==> config.mk <==
export PLATFORM = sky130hd
export DESIGN_NAME = bmc_burst_ctrl
export DESIGN_NICKNAME = d
export VERILOG_FILES = /design/src/bmc_pkg.sv /design/src/bmc_burst_counter.sv /design/src/bmc_burst_ctrl.sv
export VERILOG_INCLUDE_DIRS = /design/src
export SDC_FILE = /design/constraint.sdc
export NUM_CORES = 1
export LEC_CHECK = 0
export BUFFER_PORTS_ARGS = -buffer_cell sky130_fd_sc_hd__buf_2
export CORE_ASPECT_RATIO = 0.9
export CORE_MARGIN = 4
export CORE_UTILIZATION = 40
export CTS_BUF_LIST = sky130_fd_sc_hd__clkbuf_2 sky130_fd_sc_hd__clkbuf_4 sky130_fd_sc_hd__clkbuf_8
export CTS_CLUSTER_DIAMETER = 80
export CTS_CLUSTER_SIZE = 25
export DETAILED_ROUTE_END_ITERATION = 8
export PLACE_DENSITY = 0.58
export SYNTH_ARGS = -nofsm -noshare
export SYNTH_HDL_FRONTEND = slang
export SYNTH_SLANG_ARGS = --single-unit
export TNS_END_PERCENT = 1
==> constraint.sdc <==
create_clock -name i_clk_sys -period 4.7 [get_ports i_clk_sys]
set_input_delay 0.705 -clock i_clk_sys [delete_from_list [all_inputs] [get_ports i_clk_sys]]
set_output_delay 0.705 -clock i_clk_sys [all_outputs]
set_load 0.01 [all_outputs]
==> src/bmc_map.svh <==
// Register offsets, reset values and field layout of the burst mode control block
`ifndef BMC_MAP_SVH
`define BMC_MAP_SVH

// ****************************************************************
// Offsets
// ****************************************************************
`define BMC_OFS_ENTRY_LIMIT 8'h00
`define BMC_OFS_ERROR_LIMIT 8'h04
`define BMC_OFS_CYCLE_COUNT 8'h08
`define BMC_OFS_STATUS 8'h0c
`define BMC_OFS_EVENT_COUNT 8'h10
`define BMC_OFS_POWER_MODE 8'h34

// ****************************************************************
// Reset values and the burst power mode command
// ****************************************************************
`define BMC_RST_POWER_MODE 8'h01
`define BMC_RST_ENTRY_LIMIT 16'h0000
`define BMC_RST_ERROR_LIMIT 16'h0000
`define BMC_RST_CYCLE_COUNT 2'h0
`define BMC_POWER_MODE_BURST 8'h00

// ****************************************************************
// Fields and scaling
// ****************************************************************
`define BMC_STATUS_STATE_LSB 0
`define BMC_STATUS_ENABLE_BIT 2
`define BMC_STATUS_GATE_BIT 3
`define BMC_ERROR_LSB_UV 1250

`endif

==> src/bmc_pkg.sv <==
// Types shared by the burst mode control block
package bmc_pkg;

  typedef enum logic [1:0]
  {
    BMC_CONTINUOUS = 2'b00,
    BMC_BURST_OFF = 2'b01,
    BMC_BURST_ON = 2'b10
  } bmc_state_e;

  typedef struct packed
  {
    logic pwm_even;
    logic pwm_odd;
    logic sr_even;
    logic sr_odd;
  } bmc_drive_s;

  // Cycles per burst event from the cycle count code
  function automatic logic [3:0] bmc_reps_to_cycles(input logic [1:0] code);
    bmc_reps_to_cycles = 4'h1 << code;
  endfunction : bmc_reps_to_cycles

endpackage : bmc_pkg

==> src/bmc_burst_counter.sv <==
// Burst cycle counter that opens the switching gate for whole burst cycles
module bmc_burst_counter
(
  // Clock and reset
  input wire logic i_clk_sys,
  input wire logic i_rst_n,
  // Control
  input wire logic i_start,
  input wire logic i_abort,
  input wire logic [1:0] i_reps,
  // Half-cycle pulses
  input wire logic i_even,
  input wire logic i_odd,
  // Status
  output logic o_gate,
  output logic o_done
);
  import bmc_pkg::*;

  logic armed;
  logic open;
  logic [3:0] count;
  logic prev_even;
  logic prev_odd;
  logic next_armed;
  logic next_open;
  logic [3:0] next_count;
  logic done;
  logic next_done;
  logic even_rise;
  logic odd_fall;

  assign even_rise = i_even & ~prev_even;
  assign odd_fall = ~i_odd & prev_odd;
  // Open only on an even pulse start so no partial pulse escapes
  assign o_gate = open | (armed & even_rise);
  assign o_done = done;

  always_comb
  begin
    next_armed = armed;
    next_open = open;
    next_count = count;
    next_done = 1'b0;
    if (i_abort)
    begin
      next_armed = 1'b0;
      next_open = 1'b0;
    end
    else if (i_start)
    begin
      next_armed = 1'b1;
      next_open = 1'b0;
      next_count = bmc_reps_to_cycles(i_reps);
    end
    else if (armed && even_rise)
    begin
      next_armed = 1'b0;
      next_open = 1'b1;
    end
    else if (open && odd_fall)
    begin
      // Even pulse then odd pulse ends one cycle
      next_count = count - 4'h1;
      if (count == 4'h1)
      begin
        next_open = 1'b0;
        next_done = 1'b1;
      end
    end
  end

  always_ff @(posedge i_clk_sys or negedge i_rst_n)
  begin
    if (!i_rst_n)
    begin
      armed <= 1'b0;
      open <= 1'b0;
      count <= 4'h0;
      done <= 1'b0;
      prev_even <= 1'b0;
      prev_odd <= 1'b0;
    end
    else
    begin
      armed <= next_armed;
      open <= next_open;
      count <= next_count;
      done <= next_done;
      prev_even <= i_even;
      prev_odd <= i_odd;
    end
  end

endmodule : bmc_burst_counter

==> src/bmc_burst_ctrl.sv <==
// Light-load burst mode control for the loop compensator and power stage drive
`include "bmc_map.svh"

module bmc_burst_ctrl
#(
  parameter int SENSE_W = 16,
  parameter int DUTY_W = 16
)
(
  // Clock and reset
  input wire logic i_clk_sys,
  input wire logic i_rstn,
  // Register port
  input wire logic [7:0] i_addr,
  input wire logic [15:0] i_wdata,
  input wire logic i_wr,
  input wire logic i_rd,
  output logic [15:0] o_rdata,
  // Sensed values and target
  input wire logic [SENSE_W-1:0] i_iout_sense,
  input wire logic [SENSE_W-1:0] i_vout_sense,
  input wire logic [SENSE_W-1:0] i_vout_target,
  // Loop compensator
  input wire logic [DUTY_W-1:0] i_comp_duty,
  output logic [DUTY_W-1:0] o_duty,
  output logic o_comp_freeze,
  // Power stage drive
  input wire bmc_pkg::bmc_drive_s i_drive,
  output bmc_pkg::bmc_drive_s o_drive,
  // Status
  output logic o_burst_enable_flag,
  output logic o_burst_mode,
  output logic o_burst_on
);
  import bmc_pkg::*;

  // ****************************************************************
  // Reset release
  // ****************************************************************
  logic rst_meta;
  logic rst_n;

  always_ff @(posedge i_clk_sys or negedge i_rstn)
  begin
    if (!i_rstn)
    begin
      rst_meta <= 1'b0;
      rst_n <= 1'b0;
    end
    else
    begin
      rst_meta <= 1'b1;
      rst_n <= rst_meta;
    end
  end

  // ****************************************************************
  // Registers
  // ****************************************************************
  logic [7:0] power_mode;
  logic [15:0] burst_entry_current_limit;
  logic [15:0] burst_restart_error_limit;
  logic [1:0] cycle_count;
  logic [15:0] event_count;
  logic [15:0] rdata;
  logic [7:0] next_power_mode;
  logic [15:0] next_entry_limit;
  logic [15:0] next_error_limit;
  logic [1:0] next_cycle_count;
  logic [15:0] next_event_count;
  logic [15:0] next_rdata;
  logic burst_enable_flag;
  logic gate;
  logic done;
  bmc_state_e state;
  bmc_state_e next_state;

  always_comb
  begin
    next_power_mode = power_mode;
    next_entry_limit = burst_entry_current_limit;
    next_error_limit = burst_restart_error_limit;
    next_cycle_count = cycle_count;
    if (i_wr)
    begin
      case (i_addr)
        `BMC_OFS_POWER_MODE: next_power_mode = i_wdata[7:0];
        `BMC_OFS_ENTRY_LIMIT: next_entry_limit = i_wdata;
        `BMC_OFS_ERROR_LIMIT: next_error_limit = i_wdata;
        `BMC_OFS_CYCLE_COUNT: next_cycle_count = i_wdata[1:0];
        default: next_power_mode = power_mode;
      endcase
    end
  end

  // Read data stand only in the cycle after the strobe
  always_comb
  begin
    next_rdata = 16'h0000;
    if (i_rd)
    begin
      case (i_addr)
        `BMC_OFS_POWER_MODE: next_rdata = {8'h00, power_mode};
        `BMC_OFS_ENTRY_LIMIT: next_rdata = burst_entry_current_limit;
        `BMC_OFS_ERROR_LIMIT: next_rdata = burst_restart_error_limit;
        `BMC_OFS_CYCLE_COUNT: next_rdata = {14'h0000, cycle_count};
        `BMC_OFS_STATUS:
        begin
          next_rdata[`BMC_STATUS_STATE_LSB +: 2] = state;
          next_rdata[`BMC_STATUS_ENABLE_BIT] = burst_enable_flag;
          next_rdata[`BMC_STATUS_GATE_BIT] = gate;
        end
        `BMC_OFS_EVENT_COUNT: next_rdata = event_count;
        default: next_rdata = 16'h0000;
      endcase
    end
  end

  always_ff @(posedge i_clk_sys or negedge rst_n)
  begin
    if (!rst_n)
    begin
      power_mode <= `BMC_RST_POWER_MODE;
      burst_entry_current_limit <= `BMC_RST_ENTRY_LIMIT;
      burst_restart_error_limit <= `BMC_RST_ERROR_LIMIT;
      cycle_count <= `BMC_RST_CYCLE_COUNT;
      rdata <= 16'h0000;
    end
    else
    begin
      power_mode <= next_power_mode;
      burst_entry_current_limit <= next_entry_limit;
      burst_restart_error_limit <= next_error_limit;
      cycle_count <= next_cycle_count;
      rdata <= next_rdata;
    end
  end

  assign o_rdata = rdata;

  // ****************************************************************
  // Enable flag
  // ****************************************************************
  // Flag mirrors the power mode command being zero
  assign burst_enable_flag = (power_mode == `BMC_POWER_MODE_BURST);

  // ****************************************************************
  // Thresholds
  // ****************************************************************
  logic [SENSE_W:0] iout_half_lsb;
  logic [SENSE_W:0] entry_limit_ext;
  logic signed [SENSE_W+1:0] vout_error;
  logic signed [SENSE_W+1:0] error_limit_ext;
  logic low_current;
  logic restart_due;

  // Sensed current in quantum units doubled to half-quantum units
  assign iout_half_lsb = {i_iout_sense, 1'b0};
  assign entry_limit_ext = (SENSE_W + 1)'(burst_entry_current_limit);
  assign low_current = iout_half_lsb < entry_limit_ext;
  // Both values in 1.25 mV counts at the sense input
  assign vout_error = $signed({2'b00, i_vout_target}) - $signed({2'b00, i_vout_sense});
  // Zero-extended, so the limit never goes negative
  assign error_limit_ext = $signed((SENSE_W + 2)'(burst_restart_error_limit));
  assign restart_due = vout_error > error_limit_ext;

  // ****************************************************************
  // Mode sequencer
  // ****************************************************************
  logic start_burst;
  logic abort_burst;

  always_comb
  begin
    next_state = state;
    start_burst = 1'b0;
    abort_burst = 1'b0;
    case (state)
      BMC_CONTINUOUS:
      begin
        if (burst_enable_flag && low_current)
        begin
          next_state = BMC_BURST_OFF;
        end
      end
      BMC_BURST_OFF:
      begin
        if (!burst_enable_flag)
        begin
          next_state = BMC_CONTINUOUS;
        end
        else if (restart_due)
        begin
          next_state = BMC_BURST_ON;
          start_burst = 1'b1;
        end
      end
      BMC_BURST_ON:
      begin
        if (!burst_enable_flag)
        begin
          next_state = BMC_CONTINUOUS;
          abort_burst = 1'b1;
        end
        else if (done)
        begin
          next_state = BMC_BURST_OFF;
        end
      end
      default:
      begin
        next_state = BMC_CONTINUOUS;
        abort_burst = 1'b1;
      end
    endcase
  end

  bmc_burst_counter u_counter
  (
    .i_clk_sys(i_clk_sys),
    .i_rst_n(rst_n),
    .i_start(start_burst),
    .i_abort(abort_burst),
    .i_reps(cycle_count),
    .i_even(i_drive.pwm_even),
    .i_odd(i_drive.pwm_odd),
    .o_gate(gate),
    .o_done(done)
  );

  // ****************************************************************
  // Duty freeze and drive gating
  // ****************************************************************
  logic [DUTY_W-1:0] held_duty;
  logic [DUTY_W-1:0] next_held_duty;
  logic [DUTY_W-1:0] duty;
  logic [DUTY_W-1:0] next_duty;
  bmc_drive_s drive;
  bmc_drive_s next_drive;
  logic in_burst;
  logic next_in_burst;

  assign in_burst = (state != BMC_CONTINUOUS);
  assign next_in_burst = (next_state != BMC_CONTINUOUS);

  always_comb
  begin
    next_held_duty = held_duty;
    if (!in_burst && next_in_burst)
    begin
      next_held_duty = i_comp_duty;
    end
    next_duty = next_in_burst ? next_held_duty : i_comp_duty;
    next_drive = i_drive;
    // Gated from next state so drive and mode change on one edge
    if (next_in_burst)
    begin
      next_drive.pwm_even = (next_state == BMC_BURST_ON) && gate && i_drive.pwm_even;
      next_drive.pwm_odd = (next_state == BMC_BURST_ON) && gate && i_drive.pwm_odd;
      next_drive.sr_even = 1'b0;
      next_drive.sr_odd = 1'b0;
    end
    next_event_count = event_count + {15'h0000, start_burst};
  end

  always_ff @(posedge i_clk_sys or negedge rst_n)
  begin
    if (!rst_n)
    begin
      state <= BMC_CONTINUOUS;
      held_duty <= '0;
      duty <= '0;
      drive <= '0;
      event_count <= 16'h0000;
    end
    else
    begin
      state <= next_state;
      held_duty <= next_held_duty;
      duty <= next_duty;
      drive <= next_drive;
      event_count <= next_event_count;
    end
  end

  // ****************************************************************
  // Outputs
  // ****************************************************************
  assign o_duty = duty;
  assign o_drive = drive;
  assign o_comp_freeze = in_burst;
  assign o_burst_enable_flag = burst_enable_flag;
  assign o_burst_mode = in_burst;
  assign o_burst_on = (state == BMC_BURST_ON);

endmodule : bmc_burst_ctrl

==> summary.md, run 1 <==
| Metric | Value |
|---|---|
| Diodes inserted | `0` |
| Clock power frac | `0.308` |
| Power density over the cells | `444.1 nW/µm²` |
| Sw Ratio | `0.3028` |
| Synth cell types | `64` |
| HP Class | `in2async` |
| Final ANT Viol Nets | `0` |
| Final count of hold timing violations | `0` |
| Asr flop ratio synth | `1.000` |
| Critical-path maximum fanout | `3` |
| WP data arrival | `4.77 ns` |
| Final wirelength | `16530 µm` |
| Crit Path Class | `in2reg` |
| H-tree Lvls | `4` |
| Root buffer cell | `clkbuf_8` |
| Fin area | `8242 µm²` |
| Initial antenna violation count | `1` |
| Flop2flop setup slack | `1.65 ns` |
| Drt drc | `0` |
| Total power | `3.660 mW` |
| Status | `finished, final reports clean` |
| Post-route setup slack | `0.2895 ns` |
| Max frequency | `226.7 MHz` |
| Setup TNS | `0 ns` |
| Seq pwr share | `0.391` |
| First-pass detailed-route iteration total | `6` |
| Period utilization | `0.9384` |
| Vias | `5234` |
| Yosys warning count | `0` |
| Die W | `144.7 µm` |
| TritonCTS Buffers | `17` |
| Final Critical Period | `4.411 ns` |
| Net Count, Synth | `779` |
| Syn Inst Count | `631` |
| Synth Cell Area | `6726 µm²` |
| Layout cells sized above 1 | `0.3292` |
| Worst slew pin tran | `1.113 ns` |
| Die ar. | `18960 µm²` |
| Drt wl/cell | `16.43 µm` |
| Vias in the first global route | `5316` |
| Boundary Pins | `136` |
| Crit end category | `flop` |
| Reg-to-Reg Start | `burst_entry_current_limit[15]` |
| Register-to-Register Path Depth | `10` |
| Num rows | `44` |
| NetSw | `1.108 mW` |
| Worst-path clk slew | `0.07 ns` |
| Worst hold slack | `0.04227 ns` |
| RSZ-0062 raised after global routing | `no` |
| Worst skew pair latency | `0.44 ns` |
| Largest net degree at the start of global routing | `87` |
| Area grow syn2layout | `22.53%` |
| Max Root-Sink Buffers | `2` |
| EDFF count, synth | `0` |
| Dpl hpwl | `12900 µm` |
| Global route overflow | `0` |
| Seq/Total Area, Yosys | `0.4578` |
| Worst Skew | `0.007962 ns` |
| Setup violators final | `0` |
| Initial DRC count | `287` |
| Startpoint Class | `input port` |
| Syn Area/Cell | `10.66 µm²` |
| Final net count | `934` |
| Worst vdd ir | `0.2849 mV` |
| Global-route wire length before repair | `26760 µm` |
| Placer Congestion | `0.8126` |
| Buffers on Ports | `135` |
| Post-synth top flop | `dfrtp_1` |
| Max cap viols | `0` |
| P_int | `2.552 mW` |
| Post-Place Worst Slack | `-0.1521 ns` |
| CTS tree | `built` |
| RR Endpoint | `o_duty[4]` |
| DP Area | `7722 µm²` |
| Synth Register Bits | `123` |
| Final slew viol count | `0` |
| P_leak | `4.045 nW` |
| # clock sinks | `123` |
| Worst Path Required | `5.06 ns` |
| Die H | `131.0 µm` |
| Max-slew headroom | `0.2581` |
| Combinational Power Share | `0.301` |
| Initial core utilization | `0.4128` |
| DR vias/cell | `5.203` |
| Core area | `16300 µm²` |
| Total Routing Usage GR | `0.1802` |
==> area by class of cell <==
cell class	instances	area (µm²)
Clock buffer	18	241.5
Clock inverter	14	244.0
Fill cell	1502	8054
Inverter	56	210.2
Multi-Input combinational cell	434	3386
Sequential cell	123	3083
Tap cell	207	259.0
Timing Repair Buffer	154	818.3
==> synth_stat cells, types with 6 or more instances <==
cell	count	area, µm²
mux2i_1	6	60.06
ha_1	51	638.1
dfrtp_1	122	3053
o21ai_0	41	205.2
nor4_1	7	43.79
and3_1	11	68.82
a22oi_1	8	60.06
inv_1	56	210.2
o21a_1	7	52.55
and2_1	7	43.79
mux2_4	10	150.1
nor2_1	35	131.4
clkbuf_1	13	48.80
nand3_1	12	60.06
nand4_1	6	37.54
a21oi_1	18	90.09
nand2_1	50	187.7
nor2b_1	12	75.07
mux2_2	49	551.8
xnor2_1	22	192.7
==> logic make-up after synthesis <==
family,after synthesis,share of synthesized area
simple gates,166,0.1237
compound gates,124,0.1274
flops,123,0.4578
buf+inv,74,0.04557
mux,65,0.1133
fa+ha+maj,52,0.09784
xor+xnor,26,0.03385
other cells,1,0.0005575
==> timing repair <==
| item | in CTS | in global routing |
|---|---|---|
| hold buffers | 0 | 0 |
| endpoints found under the setup margin | 0 | 6 |
| resized for setup | 0 | 5 |
| buffers inserted | 0 | 1 |
==> registers in the layout (all words and copies together) (netlist names) <==
register	count
cycle_count	2
o_drive	4
held_duty	16
burst_restart_error_limit	16
state	2
u_counter.armed	1
event_count	16
rst_n	1
power_mode	8
burst_entry_current_limit	16
o_rdata	16
u_counter.count	4
rst_meta	1
u_counter.o_done	1
u_counter.open	1
u_counter.prev_even	1
o_duty	16
u_counter.prev_odd	1
==> cells in the final DEF, fill, tap and decap left out, drive strengths merged, types with 5 or more instances in the layout <==
master  count
a211oi      6
o21ai      42
a22oi       8
buf       154
a21o        5
xnor2      22
nor2b      12
clkbuf     18
bufinv      6
mux2i       6
nor4        7
inv        57
ha         51
and3       11
a221oi      5
and2        7
nor2       35
nand2      50
nand3      12
o21a        7
clkinv      5
nor3        5
nand4       6
a21oi      18
mux2       59
dfrtp     122
==> power by group through the flow <==
stage,Clock (mW),Combinational [mW],Sequential [mW]
floorplan,0,0.752,1.47
global placement,0,1.08,1.44
detailed placement,0,1.11,1.45
CTS,1.15,1.11,1.43
global route,1.21,1.22,1.46
finish,1.13,1.10,1.43
==> through the flow <==
stage,instances,util
floorplan,631,-
global placement,973,0.4739
detailed placement,973,0.4739
CTS,1005,0.5037
global route,1006,0.5058
finish,1006,0.5058
==> worst max-delay path by stage <==
stage,startpoint,endpoint,slack (ns),cells past startpoint
after floorplan,i_vout_target[0],event_count[14],0.01,24
after global placement,i_vout_sense[0],event_count[14],0.03,23
after detailed placement,i_vout_sense[2],event_count[14],-0.15,23
after CTS,i_vout_sense[2],event_count[12],0.30,23
after global routing,i_vout_target[0],event_count[14],0.01,24
final,i_vout_sense[0],event_count[12],0.29,23
==> layer usage <==
metal | wire length (µm) | up-vias | global-route usage
met2 | 7784 | 136 | 0.2904
met4 | 308 | 2 | 0.06089
li1 | - | 2548 | -
met3 | 955 | 24 | 0.04076
met5 | 12 | - | 0
met1 | 7465 | 2524 | 0.2417
==> critical path: stages <==
cell and delay (ns):
buf_2 0.10, ha_1 0.21, fa_1 0.39, nor2b_1 0.17
o31a_1 0.22, nor4_4 0.06, o21ai_2 0.18, a31oi_2 0.12
o21bai_1 0.13, a21oi_1 0.09, xnor2_1 0.14, ha_1 0.30
and4_1 0.19, nand3_1 0.10, o211ai_1 0.28, nand3_2 0.18
nor2_2 0.15, ha_1 0.18, ha_1 0.16, nand2_1 0.08
or2_2 0.32, nor2_1 0.14, xor2_1 0.15
Note: power is estimated with default switching activity, not from simulation.
==> run 2: changes to the inputs <==
Settings changed: RECOVER_POWER set to 25.
==> summary.md, run 2 (synthesis gave the netlist of run 1 again) <==
| Metric | Value |
|---|---|
| Largest net degree at the start of global routing | `87 (unchanged)` |
| Commonest non-fill, non-tap cell in the layout | `buf_2 (unchanged)` |
| Max cap viols | `1 (was 0)` |
| Combinational Power Share | `0.301 (about the same)` |
| Vias | `5216 (was 5234)` |
| Final Critical Period | `4.402 ns (was 4.411 ns)` |
| Post-Place Worst Slack | `-0.1521 ns (unchanged)` |
| Worst slew pin tran | `3.441 ns (was 1.113 ns)` |
| Worst-path clk slew | `0.07 ns (about the same)` |
| Die ar. | `18960 µm² (unchanged)` |
| Crit Path Class | `in2reg (unchanged)` |
| Initial core utilization | `0.4128 (unchanged)` |
| Global route overflow | `0 (unchanged)` |
| Placer Congestion | `0.8126 (unchanged)` |
| Post-route setup slack | `0.2982 ns (was 0.2895 ns)` |
| Max frequency | `227.2 MHz (was 226.7 MHz)` |
| Num rows | `44 (unchanged)` |
| P_leak | `4.038 nW (was 4.045 nW)` |
| Diodes inserted | `0 (unchanged)` |
| Power density over the cells | `444.3 nW/µm² (was 444.1 nW/µm²)` |
| Crit end category | `flop (unchanged)` |
| H-tree Lvls | `4 (unchanged)` |
| Setup violators final | `0 (unchanged)` |
| Die W | `144.7 µm (unchanged)` |
| Failing checks | `max-capacitance violations, max-slew violations` |
| CTS tree | `built (unchanged)` |
| TritonCTS Buffers | `17 (unchanged)` |
| Final ANT Viol Nets | `0 (unchanged)` |
| Root buffer cell | `clkbuf_8 (unchanged)` |
| Period utilization | `0.9366 (was 0.9384)` |
| Area grow syn2layout | `22.41% (was 22.53%)` |
| Boundary Pins | `136 (unchanged)` |
| Seq pwr share | `0.391 (about the same)` |
| Total power | `3.658 mW (was 3.660 mW)` |
| Final slew viol count | `87 (was 0)` |
| Global-route wire length before repair | `26760 µm (unchanged)` |
| Startpoint Class | `input port (unchanged)` |
| Max Root-Sink Buffers | `2 (unchanged)` |
| Sw Ratio | `0.3024 (was 0.3028)` |
| HP Class | `in2async (unchanged)` |
| Drt wl/cell | `16.38 µm (was 16.43 µm)` |
| Critical-path maximum fanout | `3 (unchanged)` |
| Worst skew pair latency | `0.43 ns (was 0.44 ns)` |
| Max-slew headroom | `-1.294 (was 0.2581)` |
| Final wirelength | `16480 µm (was 16530 µm)` |
| Buffers on Ports | `135 (unchanged)` |
| Vias in the first global route | `5316 (unchanged)` |
| Worst Skew | `0.007887 ns (was 0.007962 ns)` |
| Worst Path Required | `5.06 ns (about the same)` |
| Layout cells sized above 1 | `0.3242 (was 0.3292)` |
| Dpl hpwl | `12900 µm (unchanged)` |
| Initial DRC count | `283 (was 287)` |
| Initial antenna violation count | `1 (unchanged)` |
| # clock sinks | `123 (unchanged)` |
| Worst vdd ir | `0.2850 mV (was 0.2849 mV)` |
| Final count of hold timing violations | `0 (unchanged)` |
| P_int | `2.552 mW (about the same)` |
| Status | `finished with violations (was finished, final reports clean)` |
| Total Routing Usage GR | `0.1802 (unchanged)` |
| Clock power frac | `0.307 (was 0.308)` |
| Core area | `16300 µm² (unchanged)` |
| NetSw | `1.106 mW (was 1.108 mW)` |
| Final net count | `934 (unchanged)` |
| First-pass detailed-route iteration total | `8 (was 6)` |
| RSZ-0062 raised after global routing | `no (unchanged)` |
| DR vias/cell | `5.185 (was 5.203)` |
| Die H | `131.0 µm (unchanged)` |
| Drt drc | `0 (unchanged)` |
| Most frequent cells in the layout | `132 x buf_2, 122 x dfrtp_1, 56 x inv_1 (was 135 x buf_2, 121 x dfrtp_1, 56 x inv_1)` |
| WP data arrival | `4.76 ns (was 4.77 ns)` |
## run 2: cell count changes in the layout (fill, tap and decap cells not counted)
cell      change
dfrtp_4       -1
clkbuf_1      +3
buf_2         -3
dfrtp_1       +1
## run 2: final timing paths
path,startpoint,end,slack (ns),cells past startpoint
min,i_rstn,rst_meta,0.04,1
max in group asynchronous,rst_n,event_count[3],1.31,0
max reg2reg,rst_n,event_count[3],1.31,0
min reg2reg,rst_meta,rst_n,0.36,0
max,i_vout_sense[0],event_count[12],0.30,23
min in group i_clk_sys,rst_meta,rst_n,0.36,0
## run 2: repair_timing
| action | CTS | global route |
|---|---|---|
| hold endpoints to repair | 0 | 0 |
| hold buffers | 0 | 0 |
| gates resized for setup | 0 | 5 |
| endpoints found under the setup margin | 0 | 6 |
| setup buffers | 0 | 1 |
## run 2: routing by layer
metal / GRT usage / part of all wire / vias to the layer above
met5: 0 / 0.00073 / -
met4: 0.06089 / 0.017 / 2
met3: 0.04076 / 0.062 / 23
met2: 0.2904 / 0.47 / 133
met1: 0.2417 / 0.45 / 2509
li1: - / - / 2549
## run 2: final cells by class
type                       instances  area [µm²]
fill                            1500        8061
multi-input combinational        434        3386
sequential                       123        3079
timing repair buffer             154       814.5
tap                              207       259.0
clock inverter                    14       244.0
clock buffer                      18       241.5
inverter                          56       210.2
## run 2: power groups by stage
| stage | Clock, mW | Combinational, mW | Sequential [mW] |
|---|---|---|---|
| floorplan | 0 | 0.752 | 1.47 |
| global placement | 0 | 1.08 | 1.44 |
| detailed placement | 0 | 1.11 | 1.45 |
| CTS | 1.15 | 1.11 | 1.43 |
| global route | 1.21 | 1.22 | 1.46 |
| finish | 1.12 | 1.10 | 1.43 |
## run 2: stage by stage
| stage | util | TNS [ns] | hold slack (ns) | cells | instance area (µm²) |
|---|---|---|---|---|---|
| after CTS | 0.5037 | 0 | 0.005776 | 1005 | 8208 |
| after floorplan | - | 0 | 0.3312 | 631 | 6744 |
| after global routing | 0.5053 | 0 | 0.01762 | 1006 | 8234 |
| final | 0.5053 | 0 | 0.04376 | 1006 | 8234 |
| after global placement | 0.4739 | 0 | 0.3437 | 973 | 7722 |
| after detailed placement | 0.4739 | -0.3543 | 0.3388 | 973 | 7722 |
## run 2: worst max-delay path: stages
cell,delay (ns)
buf_2,0.10
ha_1,0.21
fa_1,0.39
nor2b_1,0.17
o31a_1,0.22
nor4_4,0.06
o21ai_2,0.18
a31oi_2,0.12
o21bai_1,0.14
a21oi_1,0.09
xnor2_1,0.14
ha_1,0.30
and4_1,0.19
nand3_1,0.10
o211ai_1,0.28
nand3_2,0.18
nor2_2,0.15
ha_1,0.18
ha_1,0.16
nand2_1,0.08
or2_2,0.32
nor2_1,0.14
xor2_1,0.15
==> run 3: changes to the inputs <==
Settings changed: GPL_TIMING_DRIVEN set to 0, SLEW_MARGIN set to 30.
==> summary.md, run 3 (synthesis gave the netlist of run 1 again) <==
| Metric | Value |
|---|---|
| Crit end category | `flop (unchanged)` |
| TritonCTS Buffers | `17 (unchanged)` |
| Post-route setup slack | `0.2518 ns (was 0.2982 ns)` |
| First-pass detailed-route iteration total | `5 (was 8)` |
| Commonest non-fill, non-tap cell in the layout | `buf_2 (unchanged)` |
| Worst path bufs/invs | `3 (was 1)` |
| Period utilization | `0.9464 (was 0.9366)` |
| Setup violators final | `0 (unchanged)` |
| Worst slew pin tran | `2.289 ns (was 3.441 ns)` |
| Final count of hold timing violations | `0 (unchanged)` |
| Failing checks | `max-capacitance violations, max-slew violations (unchanged)` |
| Status | `finished with violations (unchanged)` |
| Dpl hpwl | `13290 µm (was 12900 µm)` |
| Root buffer cell | `clkbuf_8 (unchanged)` |
| DR vias/cell | `5.150 (was 5.185)` |
| Boundary Pins | `136 (unchanged)` |
| CTS tree | `built (unchanged)` |
| HP Class | `in2async (unchanged)` |
| Total power | `3.593 mW (was 3.658 mW)` |
| Fin area | `8287 µm² (was 8234 µm²)` |
| H-tree Lvls | `4 (unchanged)` |
| Delay-heaviest family, CP | `simple AND/OR/NAND/NOR gates (unchanged)` |
| Fill count | `1489 (was 1500)` |
| Vias | `5217 (was 5216)` |
| Area grow syn2layout | `23.20% (was 22.41%)` |
| Initial DRC count | `274 (was 283)` |
| Initial antenna violation count | `0 (was 1)` |
| Startpoint Class | `input port (unchanged)` |
| Die H | `131.0 µm (unchanged)` |
| P_leak | `4.028 nW (was 4.038 nW)` |
| Layout cells sized above 1 | `0.3201 (was 0.3242)` |
| Initial core utilization | `0.4128 (unchanged)` |
| Total Routing Usage GR | `0.1792 (was 0.1802)` |
| Global-route wire length before repair | `26540 µm (was 26760 µm)` |
| Worst vdd ir | `0.3103 mV (was 0.2850 mV)` |
| Post-Place Worst Slack | `-1.005 ns (was -0.1521 ns)` |
| Slowest stage delay, CP | `0.36 ns (was 0.39 ns)` |
| Die W | `144.7 µm (unchanged)` |
| Critical-path top delay cell | `fa_2 (was fa_1)` |
| Worst Skew | `0.009722 ns (was 0.007887 ns)` |
| DP Area | `7717 µm² (was 7722 µm²)` |
| Diodes inserted | `0 (unchanged)` |
| CTS Hold Bufs | `0 (unchanged)` |
| Largest net degree at the start of global routing | `45 (was 87)` |
| Vias in the first global route | `5458 (was 5316)` |
| Power density over the cells | `433.6 nW/µm² (was 444.3 nW/µm²)` |
| Max cap viols | `2 (was 1)` |
| Crit Path Class | `in2reg (unchanged)` |
| Critical-path maximum fanout | `5 (was 3)` |
| Placer Congestion | `0.8618 (was 0.8126)` |
| Final wirelength | `16540 µm (was 16480 µm)` |
| Final Critical Period | `4.448 ns (was 4.402 ns)` |
| Final net count | `941 (was 934)` |
| WP data arrival | `4.80 ns (was 4.76 ns)` |
| Max Root-Sink Buffers | `2 (unchanged)` |
| Drt drc | `0 (unchanged)` |
| Worst skew pair latency | `0.44 ns (was 0.43 ns)` |
| Final slew viol count | `80 (was 87)` |
| Num rows | `44 (unchanged)` |
| Global route overflow | `0 (unchanged)` |
| # clock sinks | `123 (unchanged)` |
| Max-slew headroom | `-0.5259 (was -1.294)` |
| Die ar. | `18960 µm² (unchanged)` |
| Worst hold slack | `0.04643 ns (was 0.04376 ns)` |
| Buffers on Ports | `134 (was 135)` |
| Drt wl/cell | `16.33 µm (was 16.38 µm)` |
| Max frequency | `224.8 MHz (was 227.2 MHz)` |
| Core area | `16300 µm² (unchanged)` |
| Worst Path Required | `5.05 ns (was 5.06 ns)` |
| Most frequent cells in the layout | `132 x buf_2, 122 x dfrtp_1, 56 x inv_1 (unchanged)` |
| Worst-path clk slew | `0.06 ns (was 0.07 ns)` |
| Final ANT Viol Nets | `0 (unchanged)` |
==> run 3: cell count changes in the layout (fill, tap and decap cells not counted), sizes merged <==
| cell | previous run | this run |
|---|---|---|
| buf | 151 | 145 |
| inv | 57 | 56 |
| clkbuf | 21 | 40 |
| bufinv | 6 | 3 |
| clkinvlp | 2 | 0 |
==> run 3: worst paths after layout <==
| check | from | cells past startpoint | slack, ns | end |
|---|---|---|---|---|
| worst max-delay path | i_vout_sense[0] | 26 | 0.25 | event_count[12] |
| worst min-delay path | i_rstn | 1 | 0.05 | rst_n |
| worst max register to register | rst_n | 1 | 1.25 | event_count[15] |
| worst min register to register | rst_meta | 0 | 0.35 | rst_n |
| max in group asynchronous | rst_n | 1 | 1.25 | event_count[15] |
| min in group i_clk_sys | rst_meta | 0 | 0.35 | rst_n |
==> run 3: final cells by class <==
class,instances,area [µm²],share of cell area
Clock inverter,8,115.1,0.01389
Tap cell,207,259.0,0.03125
Clock buffer,24,317.8,0.03835
Sequential cell,123,3079,0.3716
Inverter,56,210.2,0.02537
Multi-Input combinational cell,434,3455,0.4169
Buffer,18,107.6,0.01299
Timing Repair Buffer,143,743.2,0.08969
==> run 3: power by group <==
group	switching [mW]	internal, mW	leakage, nW
registers	0.140	1.29	1.54
logic	0.556	0.613	2.26
clock network	0.391	0.603	0.229
==> run 3: metrics by stage <==
stage                       util  cells  setup TNS [ns]
after floorplan                -    631               0
after global placement    0.4709    972          -38.35
after detailed placement  0.4736    974          -9.688
after CTS                 0.5055   1011               0
after global routing      0.5085   1013        -0.05824
final                     0.5085   1013               0
==> run 3: routing by layer <==
metal | global-route usage | vias up | share of wire
met5 | 0 | - | 0
met1 | 0.2293 | 2490 | 0.44
met2 | 0.2934 | 132 | 0.48
met3 | 0.04003 | 33 | 0.053
met4 | 0.07789 | 0 | 0.031
li1 | - | 2562 | -
==> run 3: repair_timing <==
action,CTS,global route
buffers inserted,5,2
gates resized for setup,9,14
pin swaps,4,6
setup endpoints to repair,10,6
cloned,0,0
